===== config.mk =====
export PLATFORM = sky130hd
export DESIGN_NAME = acquisition_run_controller
export DESIGN_NICKNAME = d
export VERILOG_FILES = /design/src/run_ctl_pkg.sv /design/src/acquisition_run_controller.sv
export VERILOG_INCLUDE_DIRS = /design/src
export SDC_FILE = /design/constraint.sdc
export NUM_CORES = 2
export LEC_CHECK = 0
export BUFFER_PORTS_ARGS = -buffer_cell sky130_fd_sc_hd__buf_2
export CAP_MARGIN = 30
export CORE_AREA = 4 4 431 433
export CTS_CLUSTER_DIAMETER = 50
export CTS_CLUSTER_SIZE = 30
export DETAILED_ROUTE_END_ITERATION = 10
export DIE_AREA = 0 0 435 437
export HOLD_SLACK_MARGIN = 0.12
export SYNTH_ARGS = -nofsm -noshare
export SYNTH_HDL_FRONTEND = slang
export SYNTH_SLANG_ARGS = --single-unit

===== constraint.sdc =====
create_clock -name clock -period 21.6 [get_ports clock]
set_clock_uncertainty 0.05 [all_clocks]
set_input_delay 2.16 -clock clock [delete_from_list [all_inputs] [get_ports clock]]
set_output_delay 2.16 -clock clock [all_outputs]
set_load 0.01 [all_outputs]

===== src/run_ctl_consts.svh =====
// constants of the acquisition run controller
// assumes a 20 MHz clock and a byte-addressed register bus
`ifndef RUN_CTL_CONSTS_SVH
`define RUN_CTL_CONSTS_SVH
`define CLK_MHZ 20
`define CLK_NS 50
`define TICK_US 500
`define HOLD_UNIT_NS 250
`define HOLD_UNIT_CYC 3'h5
`define A_FLAGS 8'h00
`define A_ERROR 8'h04
`define A_TEST 8'h08
`define A_CTRL 8'h0c
`define A_STAT 8'h10
`define A_HOLD 8'h14
`define A_SLOPEV 8'h18
`define A_SFRAC 8'h1c
`define A_YEL 8'h20
`define A_RED 8'h24
`define A_PTYPE 8'h28
`define A_PLEN 8'h2c
`define A_TDAC 8'h30
`define A_SDAC 8'h34
`define A_ODAC 8'h38
`define A_CNT0 8'h3c
`define A_DHI 8'h4c
`define A_DLO 8'h50
`define FLAGS_RST 16'h006a
`define FLAGS_MASK 16'h07fe
`define SFRAC_RST 16'h0ccd
`define YEL_RST 16'h4000
`define RED_RST 16'h2f17
`define HOLD_RST 16'h0028
`define DAC_MID 16'h8000
`define TRACK_STEP 16'h0100
`define OFF_STEP 16'h0040
`define ERR_NONE 16'h0000
`define ERR_COMM 16'h0001
`define ERR_SETUP 16'h0002
`define ERR_TCAL 16'h0006
`endif


===== src/run_ctl_pkg.sv =====
// types shared by the acquisition run controller
// encodings given as literals here, not taken from run_ctl_consts.svh
package run_ctl_pkg;
	typedef enum logic [3:0] {
		st_idle    = 4'h1,
		st_run     = 4'h2,
		st_special = 4'h4,
		st_error   = 4'h8
	} run_state_t;
	typedef enum logic [1:0] {
		rg_track = 2'h1,
		rg_hold  = 2'h2
	} range_state_t;
	typedef struct packed {
		logic rate_track;
		logic fir_average;
		logic base_acquire;
		logic thr_adjust;
		logic shift_correct;
		logic resid_correct;
		logic hist_freeze;
		logic hist_delta;
		logic base_cut;
	} task_ctl_t;
	typedef struct packed {
		logic [15:0] tracking_dac;
		logic [15:0] slope_dac_a;
		logic [15:0] offset_dac_b;
	} dac_out_t;
endpackage


===== src/acquisition_run_controller.sv =====
// run control: range handling, housekeeping tick, errors, task flags
// assumes filter-logic inputs on the same clock; jumper pin is asynchronous
//
// The register addresses and the Avalon-MM interface to the registers were left to the implementer.
`timescale 1ns/1ps
`include "run_ctl_consts.svh"
module acquisition_run_controller #(
	parameter int TICK_CYCLES = `TICK_US * `CLK_MHZ
) (
	// clock and reset
	input  wire logic                  clock,
	input  wire logic                  arst_n,
	// avalon-mm slave
	input  wire logic [7:0]            address,
	input  wire logic                  read,
	input  wire logic                  write,
	input  wire logic [31:0]           writedata,
	output logic      [31:0]           readdata,
	output logic                       waitrequest,
	// pulse-filter logic
	input  wire logic                  out_of_range,
	input  wire logic                  range_high,
	input  wire logic                  is_reset,
	input  wire logic                  event_out,
	input  wire logic                  event_in,
	input  wire logic                  live,
	input  wire logic                  comm_error,
	input  wire logic                  trackcal_error,
	input  wire logic                  special_done,
	// board jumper, asynchronous
	input  wire logic                  offset_jumper,
	// to filter logic and DACs
	output run_ctl_pkg::task_ctl_t     task_ctl,
	output run_ctl_pkg::dac_out_t      dac,
	output logic                       hold_mid,
	output logic                       running,
	output logic                       special_start,
	output logic      [15:0]           special_code,
	// front panel
	output logic                       led_green,
	output logic                       led_red,
	output logic                       status_led_red
);
	localparam int HOLD_CYC = (`HOLD_UNIT_NS + `CLK_NS - 1) / `CLK_NS;

	function automatic logic test_ok(input logic [15:0] c);
		test_ok = (c <= 16'h0004) || c == 16'h0006 || c == 16'h0008
			|| (c >= 16'h000b && c <= 16'h0010);
	endfunction

	function automatic logic [1:0] preset_sel(input logic [15:0] t);
		preset_sel = (t == 16'h0001) ? 2'h2 : (t == 16'h0002) ? 2'h1
			: (t == 16'h0003) ? 2'h0 : 2'h3;
	endfunction

	run_ctl_pkg::run_state_t   state;
	run_ctl_pkg::range_state_t rstate;
	logic [15:0] task_flags;
	logic [15:0] error_code;
	logic [15:0] test_selector;
	logic        rc_mode;
	logic [15:0] reset_hold_interval;
	logic [15:0] slope_value;
	logic [15:0] slope_step_fraction;
	logic [15:0] yellow_threshold;
	logic [15:0] red_threshold;
	logic [15:0] preset_type;
	logic [31:0] preset_length;
	logic [15:0] drift_high_count;
	logic [15:0] drift_low_count;
	logic signed [15:0] balance;
	logic [31:0] cnt_raw [4];
	logic [31:0] cnt_vis [4];
	logic [3:0]  cnt_inc;
	logic        ack;
	logic [31:0] next_readdata;
	logic [15:0] tick_cnt;
	logic        tick;
	logic [2:0]  unit_cnt;
	logic [15:0] hold_left;
	logic [2:0]  jmp_sync;
	logic        jumper_offset;

	// bus decode; one wait state, write lands when waitrequest is low
	wire req      = read | write;
	wire wr_fire  = write & ack;
	wire [15:0] wd = writedata[15:0];
	wire wr_flags = wr_fire && address == `A_FLAGS;
	wire wr_err   = wr_fire && address == `A_ERROR;
	wire wr_test  = wr_fire && address == `A_TEST;
	wire wr_ctrl  = wr_fire && address == `A_CTRL;
	wire wr_sdac  = wr_fire && address == `A_SDAC;
	wire wr_odac  = wr_fire && address == `A_ODAC;
	assign waitrequest = req & ~ack;

	// run control decode
	wire idle_now   = state == run_ctl_pkg::st_idle;
	wire err_now    = state == run_ctl_pkg::st_error;
	wire start_req  = wr_ctrl & wd[0] & idle_now;
	wire stop_req   = wr_ctrl & wd[1];
	wire setup_bad  = ~rc_mode & jumper_offset;
	wire special    = task_flags[8];
	wire start_norm = start_req & ~special & ~setup_bad;
	wire start_spec = start_req & special & ~setup_bad & test_ok(test_selector);
	wire [15:0] err_new = comm_error ? `ERR_COMM
		: (start_req & setup_bad) ? `ERR_SETUP
		: trackcal_error ? `ERR_TCAL : `ERR_NONE;
	wire err_fire   = err_new != `ERR_NONE && !err_now;
	wire err_clear  = wr_err && wd == `ERR_NONE && err_new == `ERR_NONE;
	wire [31:0] psel = cnt_raw[preset_sel(preset_type)];
	wire preset_hit = preset_type != 16'h0000 && psel > preset_length;

	// range handling decode
	wire asc_ok     = !err_now && rstate == run_ctl_pkg::rg_track;
	wire oor_reset  = asc_ok & out_of_range & is_reset & ~rc_mode;
	wire oor_drift  = asc_ok & out_of_range & ~oor_reset;
	wire hold_done  = hold_left == 16'h0000;
	wire [31:0] slope_prod = slope_value * slope_step_fraction;
	wire [15:0] slope_step = slope_prod[31:16];
	wire trim_ok    = task_flags[1] & tick;

	// output/input ratio against thresholds, both in 1.15 fixed point
	wire [47:0] out_sc  = {1'h0, cnt_raw[0], 15'h0000};
	wire [47:0] yel_lim = yellow_threshold * cnt_raw[3];
	wire [47:0] red_lim = red_threshold * cnt_raw[3];
	wire ratio_green = cnt_raw[3] == 32'h0 || out_sc > yel_lim;
	wire ratio_red   = !ratio_green && out_sc < red_lim;

	assign cnt_inc = {running & event_in, running, running & live,
		running & event_out};
	assign running       = state == run_ctl_pkg::st_run;
	assign status_led_red = err_now;
	assign hold_mid      = rstate == run_ctl_pkg::rg_hold;
	assign task_ctl = '{
		rate_track:    task_flags[1],
		fir_average:   task_flags[2],
		base_acquire:  task_flags[3],
		thr_adjust:    task_flags[4],
		shift_correct: task_flags[5],
		resid_correct: task_flags[6],
		hist_freeze:   task_flags[7],
		hist_delta:    task_flags[9],
		base_cut:      task_flags[10]
	};

	always_comb
	begin
		next_readdata = 32'h0000_0000;
		unique case (address)
			`A_FLAGS: next_readdata = {16'h0, task_flags};
			`A_ERROR: next_readdata = {16'h0, error_code};
			`A_TEST:  next_readdata = {16'h0, test_selector};
			`A_CTRL:  next_readdata = {29'h0, rc_mode, 2'h0};
			`A_STAT:  next_readdata = {27'h0, test_ok(test_selector), hold_mid,
				err_now, state == run_ctl_pkg::st_special, running};
			`A_HOLD:  next_readdata = {16'h0, reset_hold_interval};
			`A_SLOPEV: next_readdata = {16'h0, slope_value};
			`A_SFRAC: next_readdata = {16'h0, slope_step_fraction};
			`A_YEL:   next_readdata = {16'h0, yellow_threshold};
			`A_RED:   next_readdata = {16'h0, red_threshold};
			`A_PTYPE: next_readdata = {16'h0, preset_type};
			`A_PLEN:  next_readdata = preset_length;
			`A_TDAC:  next_readdata = {16'h0, dac.tracking_dac};
			`A_SDAC:  next_readdata = {16'h0, dac.slope_dac_a};
			`A_ODAC:  next_readdata = {16'h0, dac.offset_dac_b};
			`A_CNT0:  next_readdata = cnt_vis[0];
			`A_CNT0 + 8'h04: next_readdata = cnt_vis[1];
			`A_CNT0 + 8'h08: next_readdata = cnt_vis[2];
			`A_CNT0 + 8'h0c: next_readdata = cnt_vis[3];
			`A_DHI:   next_readdata = {16'h0, drift_high_count};
			`A_DLO:   next_readdata = {16'h0, drift_low_count};
			default:  next_readdata = 32'h0000_0000;
		endcase
	end

	always_ff @(posedge clock or negedge arst_n)
	begin
		if (!arst_n)
		begin
			ack      <= 1'b0;
			readdata <= 32'h0000_0000;
		end
		else
		begin
			ack      <= req & ~ack;
			readdata <= (read & ~ack) ? next_readdata : readdata;
		end
	end

	// parameter registers; software settings survive the error loop
	always_ff @(posedge clock or negedge arst_n)
	begin
		if (!arst_n)
		begin
			task_flags          <= `FLAGS_RST;
			test_selector       <= 16'h0000;
			rc_mode             <= 1'b0;
			reset_hold_interval <= `HOLD_RST;
			slope_value         <= 16'h0000;
			slope_step_fraction <= `SFRAC_RST;
			yellow_threshold    <= `YEL_RST;
			red_threshold       <= `RED_RST;
			preset_type         <= 16'h0000;
			preset_length       <= 32'h0000_0000;
		end
		else if (wr_fire)
		begin
			unique case (address)
				`A_FLAGS: task_flags <= wd & `FLAGS_MASK;
				`A_TEST:  test_selector <= wd;
				`A_CTRL:  rc_mode <= wd[2];
				`A_HOLD:  reset_hold_interval <= wd;
				`A_SLOPEV: slope_value <= wd;
				`A_SFRAC: slope_step_fraction <= wd;
				`A_YEL:   yellow_threshold <= wd;
				`A_RED:   red_threshold <= wd;
				`A_PTYPE: preset_type <= wd;
				`A_PLEN:  preset_length <= writedata;
				default:  ;
			endcase
		end
	end

	// jumper passes three flops; a change counts once two agree
	always_ff @(posedge clock or negedge arst_n)
	begin
		if (!arst_n)
		begin
			jmp_sync      <= 3'h0;
			jumper_offset <= 1'b0;
		end
		else
		begin
			jmp_sync      <= {jmp_sync[1:0], offset_jumper};
			jumper_offset <= (jmp_sync[1] == jmp_sync[2]) ? jmp_sync[2] : jumper_offset;
		end
	end

	// run and error state; a new error wins over a clear
	always_ff @(posedge clock or negedge arst_n)
	begin
		if (!arst_n)
		begin
			state         <= run_ctl_pkg::st_idle;
			error_code    <= `ERR_NONE;
			special_start <= 1'b0;
			special_code  <= 16'h0000;
		end
		else
		begin
			special_start <= start_spec;
			special_code  <= start_spec ? test_selector : special_code;
			if (err_fire)
			begin
				state      <= run_ctl_pkg::st_error;
				error_code <= err_new;
			end
			else if (err_now)
			begin
				if (err_clear)
				begin
					state      <= run_ctl_pkg::st_idle;
					error_code <= `ERR_NONE;
				end
			end
			else if (start_norm)
				state <= run_ctl_pkg::st_run;
			else if (start_spec)
				state <= run_ctl_pkg::st_special;
			else if (running && (stop_req || (tick && preset_hit)))
				state <= run_ctl_pkg::st_idle;
			else if (state == run_ctl_pkg::st_special && (special_done || stop_req))
				state <= run_ctl_pkg::st_idle;
		end
	end

	// housekeeping tick
	always_ff @(posedge clock or negedge arst_n)
	begin
		if (!arst_n)
		begin
			tick_cnt <= 16'h0000;
			tick     <= 1'b0;
		end
		else
		begin
			tick     <= tick_cnt == 16'(TICK_CYCLES - 1);
			tick_cnt <= (tick_cnt == 16'(TICK_CYCLES - 1)) ? 16'h0000 : tick_cnt + 16'h0001;
		end
	end

	// run statistics: counted live, published on each tick of a run
	for (genvar i = 0; i < 4; i++)
	begin : g_cnt
		always_ff @(posedge clock or negedge arst_n)
		begin
			if (!arst_n)
			begin
				cnt_raw[i] <= 32'h0000_0000;
				cnt_vis[i] <= 32'h0000_0000;
			end
			else if (start_norm)
			begin
				cnt_raw[i] <= 32'h0000_0000;
				cnt_vis[i] <= 32'h0000_0000;
			end
			else
			begin
				cnt_raw[i] <= cnt_raw[i] + {31'h0, cnt_inc[i]};
				cnt_vis[i] <= (tick & running) ? cnt_raw[i] : cnt_vis[i];
			end
		end
	end

	// rate led; a flash lasts until the next tick
	always_ff @(posedge clock or negedge arst_n)
	begin
		if (!arst_n)
		begin
			led_green <= 1'b0;
			led_red   <= 1'b0;
		end
		else if (tick)
		begin
			led_green <= (running & ~ratio_red) | oor_reset;
			led_red   <= running & ~ratio_green;
		end
		else if (oor_reset)
			led_green <= 1'b1;
	end

	// range handling: drift steps back, reset holds at mid range
	always_ff @(posedge clock or negedge arst_n)
	begin
		if (!arst_n)
		begin
			rstate    <= run_ctl_pkg::rg_track;
			dac       <= '{tracking_dac: `DAC_MID, slope_dac_a: 16'h0000, offset_dac_b: `DAC_MID};
			hold_left <= 16'h0000;
			unit_cnt  <= 3'h0;
			balance   <= 16'sh0000;
			drift_high_count <= 16'h0000;
			drift_low_count  <= 16'h0000;
		end
		else
		begin
			if (oor_reset)
			begin
				rstate           <= run_ctl_pkg::rg_hold;
				dac.tracking_dac <= `DAC_MID;
				hold_left        <= reset_hold_interval;
				unit_cnt         <= 3'h0;
			end
			else if (rstate == run_ctl_pkg::rg_hold)
			begin
				unit_cnt  <= (unit_cnt == 3'(HOLD_CYC - 1)) ? 3'h0 : unit_cnt + 3'h1;
				if (unit_cnt == 3'(HOLD_CYC - 1) && !hold_done)
					hold_left <= hold_left - 16'h0001;
				if (hold_done || err_now)
					rstate <= run_ctl_pkg::rg_track;
			end
			else if (oor_drift && range_high)
			begin
				dac.tracking_dac <= dac.tracking_dac - `TRACK_STEP;
				drift_high_count <= drift_high_count + 16'h0001;
			end
			else if (oor_drift)
			begin
				dac.tracking_dac <= dac.tracking_dac + `TRACK_STEP;
				drift_low_count  <= drift_low_count + 16'h0001;
			end
			// drift balance feeds the slope trim at each tick
			// a drift in the tick cycle opens the next count instead of being lost
			if (oor_drift && !rc_mode)
				balance <= (tick ? 16'sh0000 : balance)
					+ (range_high ? 16'sh0001 : 16'shffff);
			else if (tick)
				balance <= 16'sh0000;
			if (wr_sdac)
				dac.slope_dac_a <= wd;
			else if (trim_ok && !rc_mode && balance > 16'sh0000)
				dac.slope_dac_a <= dac.slope_dac_a - slope_step;
			else if (trim_ok && !rc_mode && balance < 16'sh0000)
				dac.slope_dac_a <= dac.slope_dac_a + slope_step;
			// offset nudged the other way to each drift in rc mode with rate tracking on
			if (wr_odac)
				dac.offset_dac_b <= wd;
			else if (oor_drift && rc_mode && task_flags[1])
				dac.offset_dac_b <= range_high ? dac.offset_dac_b - `OFF_STEP
					: dac.offset_dac_b + `OFF_STEP;
		end
	end
endmodule // acquisition_run_controller


==> impl_metrics.yaml <==
floorplan:
  die_h_um: 437
  initial_core_util_pct: 39.7
  die_w_um: 435
  core_area_um2: 182000
  num_io_pins: 166
  num_rows: 157
  dieArea_um2: 190000
yosys:
  yosysTopAreaCellShare_pct: 28.6
  synth_fa_ha_area_share_pct: 37.2
  synthSimpleGateAreaFrac_pct: 17.0
  ys_warn_count: 0
  syn_area_um2: 72300
  synth_cell_types: 86
  synth_enable_flop_cells: 0
  synth_cells: 8023
  syn_avg_cell_area_um2: 9.01
  synthFlopType: "dfrtp_1"
  synth_xor_area_share_pct: 3.80
  synthMuxAreaShare_pct: 3.23
  yosys.area.top_type: "fa_1"
  synth-async-reset-ratio_pct: 100
  ys_seq_elements: 600
  synthTopCellsByArea: "fa_1, dfrtp_1, ha_1"
  yosysSeqAreaShare_pct: 20.8
  synth_compound_area_share_pct: 9.00
  synth_top_family_by_area: "adder cells"
worst_setup_path:
  regToRegSetupSlack_ns: 10.95
  slowest_delay_ns: 0.82
  worstSetupPathType: "register to register"
  reg2regPathDepth: 33
  required_ns: 22.08
  cpMostUsedCell: "fa_1"
  cp-start-kind: "register"
  startpoint: "cnt_raw[9]$_DFF_PN0_"
  path_max_fanout: 27
  r2r_end: "led_green$_DFFE_PN0P_"
  cpLargestDelayFamily: "adder cells"
  r2r-start: "cnt_raw[9]$_DFF_PN0_"
  slowest_stage: "dfrtp_1"
  end_kind: "register"
  path_buf_inv: 4
  arrival_ns: 11.13
cts:
  cts.clk_slew.worst_paths_ns: 0.08
  htreeDepth: 3
  cts.sink_count: 600
  cts_setup_buffers: 0
  cts_made_buffers: 69
  post_cts_resized: 0
  cts_buffer_depth: 3
  cts_tree: "yes"
  cts-root-buf: "clkbuf_16"
  holdBufCountCts: 0
  clk_latency_ns: 0.69
sta:
  final-hold-violation-count: 0
  worstMarginPinSlew_ns: 1.09
  slew_headroom_pct: 26.5
  fin_crit_sh_pct: 49.3
  rsz0062_at_grt: "no"
  setup_ws_ns: 10.95
  post-route-min-period_ns: 10.65
  setup_tns_ns: 0
  slew_violations: 0
  setup_viol: 0
  fmax_mhz: 93.9
routing:
  routedWlPerCell_um: 22.6
  vias: 57300
  routed_wl_mm: 234
  final_antenna_net_count: 0
  drc: 0
  vias_per_cell: 5.54
  dr.pass1.iters: 6
  drt_iter0_markers: 5227
finish:
  drive_gt1_share_pct: 8.21
  final_cell_mix: "nand2_1, inv_1, fa_1, dfrtp_1, ha_1"
  syn_to_final_growth_pct: 7.81
  layout_commonest_cell: "nand2_1"
  final_nets: 9483
  fillCellCount: 17900
pwr:
  ir_worst_vdd_mv: 0.0581
  power_density_nw_per_um2: 34.3
  leakage_nw: 37.9
placed_design:
  preCtsSetupSlack_ns: 10.97
  gp_congestion: 0.957
  hpwlAfterDp_mm: 173
  portBuffers: 157
global_routing:
  antenna_found_initial: 8
  grt_use_total_pct: 24.6
  grt_max_degree: 156
  gr-total-overflow: 0
  grt_pass1_wl_mm: 364
  grt_pass1_vias: 59800
worst_hold_path:
  worstHoldEndpoint: "jmp_sync[1]$_DFF_PN0_"
  hp-class: "register to register"
  hold_path_depth: 0
  min-delay-start: "jmp_sync[0]$_DFF_PN0_"
flow_run:
  cap_violations: 0
status:
  status: "completed"
-- report_power, final --
part | total, W | switching, W | internal, W
logic | 0.000197 | 0.000135 | 0.0000616
registers | 0.00118 | 0.0000416 | 0.00114
clock network | 0.00129 | 0.000609 | 0.000683
total | 0.00267 | 0.000786 | 0.00189
-- worst register-to-register path, delay by kind of cell, from the launching register on --
kind	cells	cell delay, ns
AOI/OAI and AO/OA	12	3.17
buffers and inverters	4	0.65
adders and majority gates	8	3.62
DFF	1	0.82
and+or+nand+nor	8	2.11
xor gates and xnor gates	1	0.10
-- per-stage QoR --
| step | cell area, µm² | std cells | hold WS (ns) | power, W | util, % |
|---|---|---|---|---|---|
| finish | 78000 | 10300 | 0.300 | 0.00267 | 42.8 |
| global route | 78000 | 10300 | 0.317 | 0.00276 | 42.8 |
| CTS | 77800 | 10300 | 0.304 | 0.00269 | 42.7 |
| detailed placement | 75300 | 10200 | 0.290 | 0.00140 | 41.3 |
| global placement | 75200 | 10200 | 0.287 | 0.00139 | 41.3 |
| floorplan | 72300 | 8030 | 0.281 | 0.00129 | - |
-- cell families after synthesis --
group | Yosys count
compound gates | 1000
xor+xnor | 314
fa+ha+maj | 1529
buf+inv | 1710
flops | 600
mux | 212
other cells | 1
simple gates | 2657
-- worst max-delay path by stage --
| stage | endpoint | slack (ns) | cells past startpoint |
|---|---|---|---|
| after global routing | led_green$_DFFE_PN0P_ | 10.26 | 33 |
| after global placement | led_green$_DFFE_PN0P_ | 11.18 | 35 |
| after floorplan | led_green$_DFFE_PN0P_ | 12.98 | 36 |
| after detailed placement | led_green$_DFFE_PN0P_ | 10.97 | 33 |
| final | led_green$_DFFE_PN0P_ | 10.95 | 33 |
| after CTS | led_green$_DFFE_PN0P_ | 10.97 | 33 |
-- synthesized netlist by cell type (21+ instances only) --
library cell	n
a21o_1	92
a21oi_1	320
a221oi_1	26
a222oi_1	31
a22o_1	42
a22oi_1	125
and2_1	461
and3_1	43
buf_1	59
clkbuf_1	401
dfrtp_1	573
dfstp_2	27
fa_1	1033
ha_1	495
inv_1	1232
mux2_2	173
mux2i_1	39
nand2_1	1365
nand2b_1	35
nand3_1	110
nand4_1	87
nor2_1	340
nor2b_1	51
nor3_1	55
nor4_1	28
o21a_1	21
o21ai_0	186
o21bai_1	28
or3_1	23
xnor2_1	156
xor2_1	158
-- flip-flops by register name (all words and copies together) (netlist names), 3 cells and up --
signal	count
state	4
drift_high_count	16
special_code	16
red_threshold	16
test_selector	16
hold_left	16
slope_step_fraction	16
readdata	32
reset_hold_interval	16
error_code	3
drift_low_count	16
balance	16
cnt_vis	128
yellow_threshold	16
task_flags	10
cnt_raw	128
jmp_sync	3
dac	40
unit_cnt	3
preset_length	32
slope_value	16
preset_type	16
tick_cnt	16
-- area by class of cell --
class / count / area [µm²] / area share, %
Multi-Input combinational cell: 5720 / 50900 / 65.3
Sequential cell: 600 / 15100 / 19.3
Inverter: 1232 / 4620 / 5.93
Tap cell: 2385 / 2980 / 3.83
Timing Repair Buffer: 278 / 1890 / 2.43
Clock buffer: 75 / 1780 / 2.28
Clock inverter: 53 / 731 / 0.937
Antenna cell: 1 / 2.50 / 0.00321
-- per-layer routing --
| layer | wire, µm | up-vias | track usage (%) |
|---|---|---|---|
| li1 | - | 25100 | - |
| met1 | 96200 | 29500 | 32.6 |
| met2 | 108000 | 2199 | 39.6 |
| met3 | 17000 | 520 | 4.14 |
| met4 | 12900 | 4 | 11.5 |
| met5 | 29 | - | 0 |
(Power assumes the default switching activity.)
